File: src/design/ptsa_consts.svh
`ifndef PTSA_CONSTS_SVH
`define PTSA_CONSTS_SVH

// ----------------------------------------------------------------------------
// Register dword offsets
// ----------------------------------------------------------------------------
`define PTSA_OFS_TX_PERIOD 8'hd0
`define PTSA_OFS_TX_FRAC 8'hd1
`define PTSA_OFS_TX_WHOLE 8'hd2
`define PTSA_OFS_RX_PERIOD 8'hd3
`define PTSA_OFS_RX_FRAC 8'hd4
`define PTSA_OFS_RX_WHOLE 8'hd5

// ----------------------------------------------------------------------------
// Field layout and reset values
// ----------------------------------------------------------------------------
`define PTSA_ADDR_W 8
`define PTSA_DATA_W 32
`define PTSA_FRAC_W 16
`define PTSA_PERIOD_WHOLE_W 9
`define PTSA_PERIOD_W 25
`define PTSA_ADJ_W 16
`define PTSA_STAMP_NS_W 48
`define PTSA_STAGE_W 8
`define PTSA_PERIOD_RESET 25'h0000000
`define PTSA_ADJ_RESET 16'h0000

`endif

File: src/design/ptsa_pkg.sv
`include "ptsa_consts.svh"
`default_nettype none

package ptsa_pkg;

  // Timestamp as fixed point: whole nanoseconds above a 16-bit fraction.
  typedef struct packed {
    logic [`PTSA_STAMP_NS_W-1:0] ns;
    logic [`PTSA_FRAC_W-1:0] fns;
  } ptsa_stamp_t;

  typedef struct packed {
    logic [`PTSA_PERIOD_W-1:0] period;
    logic [`PTSA_ADJ_W-1:0] adjWhole;
    logic [`PTSA_ADJ_W-1:0] adjFrac;
  } ptsa_path_cfg_t;

  typedef struct packed {
    logic valid;
    ptsa_stamp_t stamp;
  } ptsa_stamp_beat_t;

endpackage : ptsa_pkg

`default_nettype wire

File: src/design/ptsa_stamp_correct.sv
`include "ptsa_consts.svh"
`default_nettype none

module ptsa_stamp_correct (
  input wire logic mclk,
  input wire logic reset,
  input wire ptsa_pkg::ptsa_path_cfg_t cfg,
  input wire logic [`PTSA_STAGE_W-1:0] stageCount,
  input wire ptsa_pkg::ptsa_stamp_beat_t inBeat,
  output ptsa_pkg::ptsa_stamp_beat_t outBeat
);
  import ptsa_pkg::*;

  localparam int STAMP_W = `PTSA_STAMP_NS_W + `PTSA_FRAC_W;
  localparam int PROD_W = `PTSA_PERIOD_W + `PTSA_STAGE_W;

  ptsa_stamp_beat_t state_ff;
  ptsa_stamp_beat_t nxt_state;

  // Period times stages, laid out on the same binary point as the stamp.
  function automatic logic [STAMP_W-1:0] periodCorr(input logic [`PTSA_PERIOD_W-1:0] period,
                                                   input logic [`PTSA_STAGE_W-1:0] stages);
    logic [PROD_W-1:0] prod;
    prod = period * stages;
    periodCorr = {{(STAMP_W-PROD_W){1'b0}}, prod};
  endfunction : periodCorr

  always_comb begin
    logic [STAMP_W-1:0] staticCorr;
    staticCorr = {{(STAMP_W-2*`PTSA_ADJ_W){1'b0}}, cfg.adjWhole, cfg.adjFrac};
    nxt_state.valid = inBeat.valid;
    nxt_state.stamp = state_ff.stamp;
    if (inBeat.valid) begin
      // One wide add keeps the fraction carry into ns without extra logic; wraps modulo the stamp width.
      nxt_state.stamp = STAMP_W'(inBeat.stamp + periodCorr(cfg.period, stageCount) + staticCorr);
    end
  end

  always_ff @(posedge mclk) begin
    if (reset) begin
      state_ff <= '0;
    end else begin
      state_ff <= nxt_state;
    end
  end

  assign outBeat = state_ff;

endmodule : ptsa_stamp_correct

`default_nettype wire

File: src/design/ptsa_delay_adjust_regs.sv
`include "ptsa_consts.svh"
`default_nettype none

module ptsa_delay_adjust_regs (
  input wire logic mclk,
  input wire logic reset,
  input wire logic [`PTSA_ADDR_W-1:0] ctlAddr,
  input wire logic ctlRead,
  input wire logic ctlWrite,
  input wire logic [`PTSA_DATA_W-1:0] ctlWriteData,
  output logic [`PTSA_DATA_W-1:0] ctlReadData,
  output logic ctlReadValid,
  input wire ptsa_pkg::ptsa_stamp_beat_t txStampIn,
  input wire logic [`PTSA_STAGE_W-1:0] txStageCount,
  output ptsa_pkg::ptsa_stamp_beat_t txStampOut,
  input wire ptsa_pkg::ptsa_stamp_beat_t rxStampIn,
  input wire logic [`PTSA_STAGE_W-1:0] rxStageCount,
  output ptsa_pkg::ptsa_stamp_beat_t rxStampOut
);
  import ptsa_pkg::*;

  typedef struct packed {
    ptsa_path_cfg_t tx;
    ptsa_path_cfg_t rx;
    logic [`PTSA_DATA_W-1:0] readData;
    logic readValid;
  } ptsa_regs_state_t;

  ptsa_regs_state_t state_ff;
  ptsa_regs_state_t nxt_state;

  // ----------------------------------------------------------------------------
  // Field packing helpers
  // ----------------------------------------------------------------------------
  // Only the defined bits are stored, so unused bits always read back as zero.
  function automatic logic [`PTSA_DATA_W-1:0] padWord(input logic [`PTSA_PERIOD_W-1:0] value);
    padWord = {{(`PTSA_DATA_W-`PTSA_PERIOD_W){1'b0}}, value};
  endfunction : padWord

  function automatic logic [`PTSA_PERIOD_W-1:0] periodField(input logic [`PTSA_DATA_W-1:0] word);
    periodField = word[`PTSA_PERIOD_W-1:0];
  endfunction : periodField

  function automatic logic [`PTSA_ADJ_W-1:0] adjField(input logic [`PTSA_DATA_W-1:0] word);
    adjField = word[`PTSA_ADJ_W-1:0];
  endfunction : adjField

  // ----------------------------------------------------------------------------
  // Register writes and reads
  // ----------------------------------------------------------------------------
  always_comb begin
    nxt_state = state_ff;
    nxt_state.readValid = ctlRead;
    if (ctlWrite) begin
      unique case (ctlAddr)
        `PTSA_OFS_TX_PERIOD: nxt_state.tx.period = periodField(ctlWriteData);
        `PTSA_OFS_TX_FRAC: nxt_state.tx.adjFrac = adjField(ctlWriteData);
        `PTSA_OFS_TX_WHOLE: nxt_state.tx.adjWhole = adjField(ctlWriteData);
        `PTSA_OFS_RX_PERIOD: nxt_state.rx.period = periodField(ctlWriteData);
        `PTSA_OFS_RX_FRAC: nxt_state.rx.adjFrac = adjField(ctlWriteData);
        `PTSA_OFS_RX_WHOLE: nxt_state.rx.adjWhole = adjField(ctlWriteData);
        default: ;
      endcase
    end
    if (ctlRead) begin
      // A read in the same cycle as a write returns the value from before the write.
      unique case (ctlAddr)
        `PTSA_OFS_TX_PERIOD: nxt_state.readData = padWord(state_ff.tx.period);
        `PTSA_OFS_TX_FRAC: nxt_state.readData = padWord(25'(state_ff.tx.adjFrac));
        `PTSA_OFS_TX_WHOLE: nxt_state.readData = padWord(25'(state_ff.tx.adjWhole));
        `PTSA_OFS_RX_PERIOD: nxt_state.readData = padWord(state_ff.rx.period);
        `PTSA_OFS_RX_FRAC: nxt_state.readData = padWord(25'(state_ff.rx.adjFrac));
        `PTSA_OFS_RX_WHOLE: nxt_state.readData = padWord(25'(state_ff.rx.adjWhole));
        default: nxt_state.readData = '0;
      endcase
    end
  end

  always_ff @(posedge mclk) begin
    if (reset) begin
      state_ff.tx.period <= `PTSA_PERIOD_RESET;
      state_ff.tx.adjWhole <= `PTSA_ADJ_RESET;
      state_ff.tx.adjFrac <= `PTSA_ADJ_RESET;
      state_ff.rx.period <= `PTSA_PERIOD_RESET;
      state_ff.rx.adjWhole <= `PTSA_ADJ_RESET;
      state_ff.rx.adjFrac <= `PTSA_ADJ_RESET;
      state_ff.readData <= '0;
      state_ff.readValid <= 1'b0;
    end else begin
      state_ff <= nxt_state;
    end
  end

  assign ctlReadData = state_ff.readData;
  assign ctlReadValid = state_ff.readValid;

  // ----------------------------------------------------------------------------
  // Timestamp correction per datapath
  // ----------------------------------------------------------------------------
  // The stage count and stamps come from MAC logic on mclk, so no synchroniser is needed.
  ptsa_stamp_correct txCorrect (
    .mclk(mclk),
    .reset(reset),
    .cfg(state_ff.tx),
    .stageCount(txStageCount),
    .inBeat(txStampIn),
    .outBeat(txStampOut)
  );

  ptsa_stamp_correct rxCorrect (
    .mclk(mclk),
    .reset(reset),
    .cfg(state_ff.rx),
    .stageCount(rxStageCount),
    .inBeat(rxStampIn),
    .outBeat(rxStampOut)
  );

endmodule : ptsa_delay_adjust_regs

`default_nettype wire

File: config.mk
export PLATFORM = sky130hd
export DESIGN_NAME = ptsa_delay_adjust_regs
export DESIGN_NICKNAME = d
export VERILOG_FILES = /design/src/design/ptsa_pkg.sv /design/src/design/ptsa_stamp_correct.sv /design/src/design/ptsa_delay_adjust_regs.sv
export VERILOG_INCLUDE_DIRS = /design/src /design/src/design
export SDC_FILE = /design/constraint.sdc
export NUM_CORES = 2
export LEC_CHECK = 0
export BUFFER_PORTS_ARGS = -buffer_cell sky130_fd_sc_hd__buf_4
export CAP_MARGIN = 15
export CORE_ASPECT_RATIO = 1.25
export CORE_MARGIN = 8
export CORE_UTILIZATION = 58
export DETAILED_ROUTE_END_ITERATION = 7
export GPL_TIMING_DRIVEN = 0
export MAX_ROUTING_LAYER = met4
export PLACE_DENSITY = 0.8
export SLEW_MARGIN = 20
export SYNTH_ARGS = -nofsm -noshare
export SYNTH_HDL_FRONTEND = slang
export SYNTH_HIERARCHICAL = 1
export SYNTH_SLANG_ARGS = --single-unit
export TNS_END_PERCENT = 30
File: constraint.sdc
create_clock -name mclk -period 7.3 [get_ports mclk]
set_clock_uncertainty 0.2 [all_clocks]
set_input_delay 0.365 -clock mclk [delete_from_list [all_inputs] [get_ports mclk]]
set_output_delay 0.365 -clock mclk [all_outputs]
set_load 0.03 [all_outputs]
Word-level counts from Yosys, hierarchy flattened
Index checks and enable logic that the tools add are counted.
{"block": "word_totals", "romBits": 0, "mem_bits_rw": 0, "elab_cells": 33, "inputBits": 190, "mem_count": 0, "out_inout_bits": 163, "regBits": 277, "latchBits": 0}
{"block": "classes", "n_mux": 1, "addsub": 4, "shift": 0, "n_eq_ne": 6, "reduce_logical": 6, "bitwise": 0, "magnitude_cmp": 0, "div": 0, "n_mul": 2}
{"cell": "25-bit case mux with 6 select lines", "count": 1}
{"cell": "64-bit by 32-bit adder with 64-bit output", "count": 2}
{"cell": "64-bit by 33-bit adder with 64-bit output", "count": 2}
{"cell": "25-bit by 8-bit multiplier with 33-bit output", "count": 2}
{"cell": "8-bit == test, second input constant", "count": 6}
{"cell": "2-bit AND reduction", "count": 6}

Depth between registers and ports, before layout
{"block": "depth", "ltp_word": 3, "depth_mapped": 25, "depth_no_buf": 21}

Hierarchy
The synthesis kept the hierarchy.
{"module": "ptsa_stamp_correct (txCorrect)", "n_inst": 1, "area_each_um2": 11367.2, "seq_area_each_um2": 1301.2, "cells_per_inst": 1307}
{"module": "ptsa_stamp_correct (rxCorrect)", "n_inst": 1, "area_each_um2": 11162.0, "seq_area_each_um2": 1301.2, "cells_per_inst": 1275}
{"module": "ptsa_delay_adjust_regs", "n_inst": 1, "area_each_um2": 6145.9, "seq_area_each_um2": 2802.7, "cells_per_inst": 660}

Worst setup path before layout
No wires, ideal clock.
{"block": "synth_path", "path_type": "input to register", "startpoint": "input port rxStageCount[1]", "endpoint": "register rxCorrect.state_ff (netlist bit rxCorrect/outBeat[53])", "t_required_ns": 6.968, "path_stages": 22, "arrival_time_ns": 5.971, "n_path_buf": 3, "setup_time_ns": 0.132, "setup_slack_ns": 0.997, "path_cell_list": "clkbuf_1 > clkbuf_1 > nand2_1 > fa_1 > inv_1 > fa_1 > fa_1 > fa_1 > inv_1 > fa_1 > inv_1 > ha_1 > a2111oi_0 > o21a_1 > nor2_1 > a31o_2 > a31oi_4 > o31ai_4 > a41o_1 > buf_2 > nand4_1 > or3b_2"}
{"block": "synth_via", "elab_chain_len": 3}
{"item": "start: declaration", "line": "ptsa_delay_adjust_regs.sv:17", "rtl": "input wire logic [`PTSA_STAGE_W-1:0] rxStageCount,"}
{"item": "25-bit by 8-bit multiplier with 33-bit output", "line": "ptsa_stamp_correct.sv:24", "rtl": "prod = period * stages;"}
{"item": "64-bit by 33-bit adder with 64-bit output", "line": "ptsa_stamp_correct.sv:35", "rtl": "nxt_state.stamp = STAMP_W'(inBeat.stamp + periodCorr(cfg.period, stageCount) + staticCorr);"}
{"item": "64-bit by 32-bit adder with 64-bit output", "line": "ptsa_stamp_correct.sv:35"}
{"item": "end signal: assignment", "line": "ptsa_stamp_correct.sv:43", "rtl": "state_ff <= nxt_state;"}
{"item": "end: declaration", "line": "ptsa_stamp_correct.sv:17", "rtl": "ptsa_stamp_beat_t state_ff;"}
Every way passes these cells.
A chain may end at the register's enable or synchronous reset.

Final worst setup path
{"block": "layout_path", "startpoint": "register state_ff[76] in the netlist's numbering", "endpoint": "register rxCorrect.state_ff (netlist bit rxCorrect/outBeat[48])"}
{"block": "layout_via", "elab_chain_len": 3}
{"item": "start: declaration", "line": "ptsa_delay_adjust_regs.sv:29", "rtl": "ptsa_regs_state_t state_ff;"}
{"item": "start signal: assignment", "line": "ptsa_delay_adjust_regs.sv:90", "rtl": "state_ff <= nxt_state;"}
{"item": "25-bit by 8-bit multiplier with 33-bit output", "line": "ptsa_stamp_correct.sv:24"}
{"item": "64-bit by 33-bit adder with 64-bit output", "line": "ptsa_stamp_correct.sv:35"}
{"item": "64-bit by 32-bit adder with 64-bit output", "line": "ptsa_stamp_correct.sv:35"}
Every way passes these cells.

==> flow_summary.json <==
{
  "status": "complete, no violations",
  "yosysTopAreaCellShare": 0.2765,
  "synth_edf_count": 0,
  "whs_endpoint": "rxCorrect/outBeat[61]",
  "clk_latency_ps": 600,
  "async_reset_ff_frac": 0,
  "r2r-start": "state_ff[76]",
  "pwr-share-seq": 0.407,
  "slew_violations": 0,
  "hold_violations": 0,
  "synth_area_leaders": "fa_1 28%, dfxtp_1 19%, inv_1 6.7%",
  "drt_iter0_markers": 1966,
  "port_buffers": 328,
  "wl_mm": 98.06,
  "utilization": 0.6934,
  "synth_top_family_by_area": "adder cells",
  "syn_to_final_growth_pct": 18.66,
  "drive_above_1_share": 0.1414,
  "hpwl_mm": 77.75,
  "rows": 91,
  "yosys.cell_types.count": 94,
  "dr.pass1.iters": 7,
  "synth-simple-area-share": 0.1862,
  "grt_use_met3": 0.07390,
  "layout_min_cycle_time_ps": 7175,
  "grt_usage": 0.3477,
  "fin_crit_sh": 0.9828,
  "switching_power_mw": 1.169,
  "die_h_um": 264.6,
  "instances_no_fill": 4387,
  "rsz0062_at_grt": "no",
  "tns_ps": 0,
  "timing.fmax_mhz": 139.4,
  "maxCapViolations": 0,
  "route.detailed.drc": 0,
  "syn_avg_cell_area_um2": 8.845,
  "wl_per_cell_um": 22.35,
  "core-area_um2": 49070,
  "intPower_mw": 2.642,
  "synth_common_cells": "514 x inv_1, 396 x fa_1, 291 x and2_1, 283 x nand2_1, 270 x dfxtp_1",
  "worstSetupStartpointType": "flop",
  "path_max_fanout": 10,
  "min_path_cells": 4,
  "top_usage_layer": "met2",
  "p_per_area_nw_per_um2": 112.0,
  "cts_htree_levels": 1,
  "r2r-end": "rxCorrect/outBeat[48]",
  "synth_xor_area_frac": 0.01863,
  "die-area_um2": 56850,
  "min_from": "rxStampIn[61]",
  "place_inst": 4227,
  "cts_tree": "built",
  "clkTransAtPathRegs_ps": 70,
  "clockPowerShare": 0.397,
  "grt_use_met2": 0.5952,
  "avgViaCountPerCell": 5.811,
  "grt_pass1_vias": 26650,
  "yosysSeqAreaShare": 0.1885,
  "holdCritPathClass": "input port to flop",
  "cts_buffers": 28,
  "start_util": 0.5843,
  "ant_nets": 0,
  "ff2ff_path_depth": 20,
  "die_w_um": 214.9,
  "antenna_found_initial": 8,
  "setup_viol": 0,
  "clockBufferDepth": 3,
  "ios": 353,
  "synth-seq-cells": 270,
  "tightest_slew_ps": 989.1,
  "cts_sinks": 270,
  "synth_warnings": 6,
  "reg2reg_slack_ps": 130,
  "synth_top_cell_by_area": "fa_1",
  "synthAdderAreaFrac": 0.3349,
  "synth.area.mux_share": 0.05389,
  "swShare": 0.3068,
  "synth-compound-area-share": 0.1168,
  "cp-end-kind": "flop",
  "root_buffer": "clkbuf_16",
  "combPwrFrac": 0.196,
  "cp.arrival_ps": 7510,
  "grt_max_degree": 15,
  "leakagePower_nw": 17.09,
  "synthFlopType": "dfxtp_1",
  "fin_nets": 4427,
  "path_class": "flop to flop",
  "overflow": 0,
  "ir_drop_v": 0.0001871,
  "nFillCells": 3937,
  "synthesis.area_um2": 28680,
  "cp.required_ps": 7630,
  "grt_pass1_wl_mm": 150.7,
  "use_met1": 0.3525,
  "slew_headroom": 0.3313,
  "gp_congestion": 1.022,
  "synthMostInstantiatedCell": "inv_1",
  "vias": 25490,
  "netlist_instances": 3242
}
## worst max path at each step
| stage | from | end | slack (ps) |
|---|---|---|---|
| floorplan | rxStageCount[1] | rxCorrect/outBeat[53] | 1000 |
| global placement | rxStageCount[1] | rxCorrect/outBeat[45] | -100 |
| detailed placement | rxStageCount[1] | rxCorrect/outBeat[41] | -170 |
| CTS | state_ff[68] | rxCorrect/outBeat[54] | 40 |
| global route | state_ff[129] | txCorrect/outBeat[52] | 10 |
| finish | state_ff[76] | rxCorrect/outBeat[48] | 130 |
## sequential cells by signal (all words and copies together), names as in the netlist
register,flops
ctlReadData,25
ctlReadValid,1
rxCorrect/outBeat,65
state_ff,114
txCorrect/outBeat,65
## per-layer routing
metal / part of all wire / wire, µm
met5: 0 / 0
met4: 0.082 / 8086
met3: 0.077 / 7517
met2: 0.50 / 49000
met1: 0.34 / 33460
## cell families (layout without fill, tap and decap cells)
family	count (synthesis)	count (layout)
AND/OR/NAND/NOR	1054	1054
buffers and inverters	699	1178
adder cells (fa/ha/maj)	530	530
AO/OA/AOI/OAI	477	478
flip-flops	270	270
multiplexers	150	150
XOR/XNOR	61	61
other	1	15
## power by group through the flow
stage               clock network, mW  logic [mW]  registers (mW)
finish                           1.51       0.747            1.55
global route                     1.58       0.791            1.56
CTS                              1.52       0.731            1.55
detailed placement                  0       0.688            1.58
global placement                    0       0.683            1.58
floorplan                           0       0.285            1.67
## cells in the final DEF, fill, tap and decap left out, types with 32 or more instances in the layout
cell type      instances
and3_1                32
dfxtp_1              246
nand2_1              283
a21o_1                44
nor2_1               232
clkbuf_1              95
fa_1                 396
ha_1                 134
a211oi_1              35
xnor2_1               32
a21oi_1              124
nand3_1               50
buf_4                368
mux2i_1              133
inv_1                514
dlygate4sd3_1        100
o21ai_0               51
nor3_1                35
and2_1               291
## cell type report
type / instances / area (µm²) / area share
diodes: 8 / 20.02 / 0.0005884
plain buffers: 184 / 975.9 / 0.02868
clock buffers: 35 / 747.0 / 0.02195
clock inverters: 16 / 192.7 / 0.005663
inverters: 515 / 1933 / 0.05681
multi-input cells: 2280 / 20430 / 0.6005
flip-flops and latches: 270 / 5455 / 0.1603
well taps: 651 / 814.5 / 0.02394
repair buffers: 428 / 3456 / 0.1016
## worst max-delay path, cell delays in order (launching register included)
cell and delay, ps:
dfxtp_2 470, and2_1 210, fa_1 460, fa_1 520
fa_1 540, fa_1 590, inv_1 70, fa_1 490
inv_1 40, ha_1 350, and3_1 290, a31oi_1 200
nand2_1 120, a221oi_1 720, a21bo_2 310, and2_4 160
o41a_1 220, buf_6 160, o21ai_0 100, a311oi_1 260
dlygate4sd3_1 610
## stage by stage
stage | power, mW | hold slack (ps) | setup WS, ps | instance area (µm²)
after floorplan | 1.958 | 245.9 | 997.0 | 28700
after global placement | 2.267 | 248.1 | -102.2 | 31970
after detailed placement | 2.273 | 252.3 | -168.4 | 31970
after CTS | 3.809 | 3.383 | 36.56 | 33890
after global routing | 3.923 | 58.25 | 9.702 | 34030
final | 3.811 | 23.33 | 125.2 | 34030
## what timing repair did
action,in CTS,in global routing
setup buffers,0,3
hold buffers,97,0
gates resized for setup,0,57
endpoints found under the hold margin,169,0
setup endpoints to repair,0,16
No activity file was read; power rests on OpenSTA's default activity.
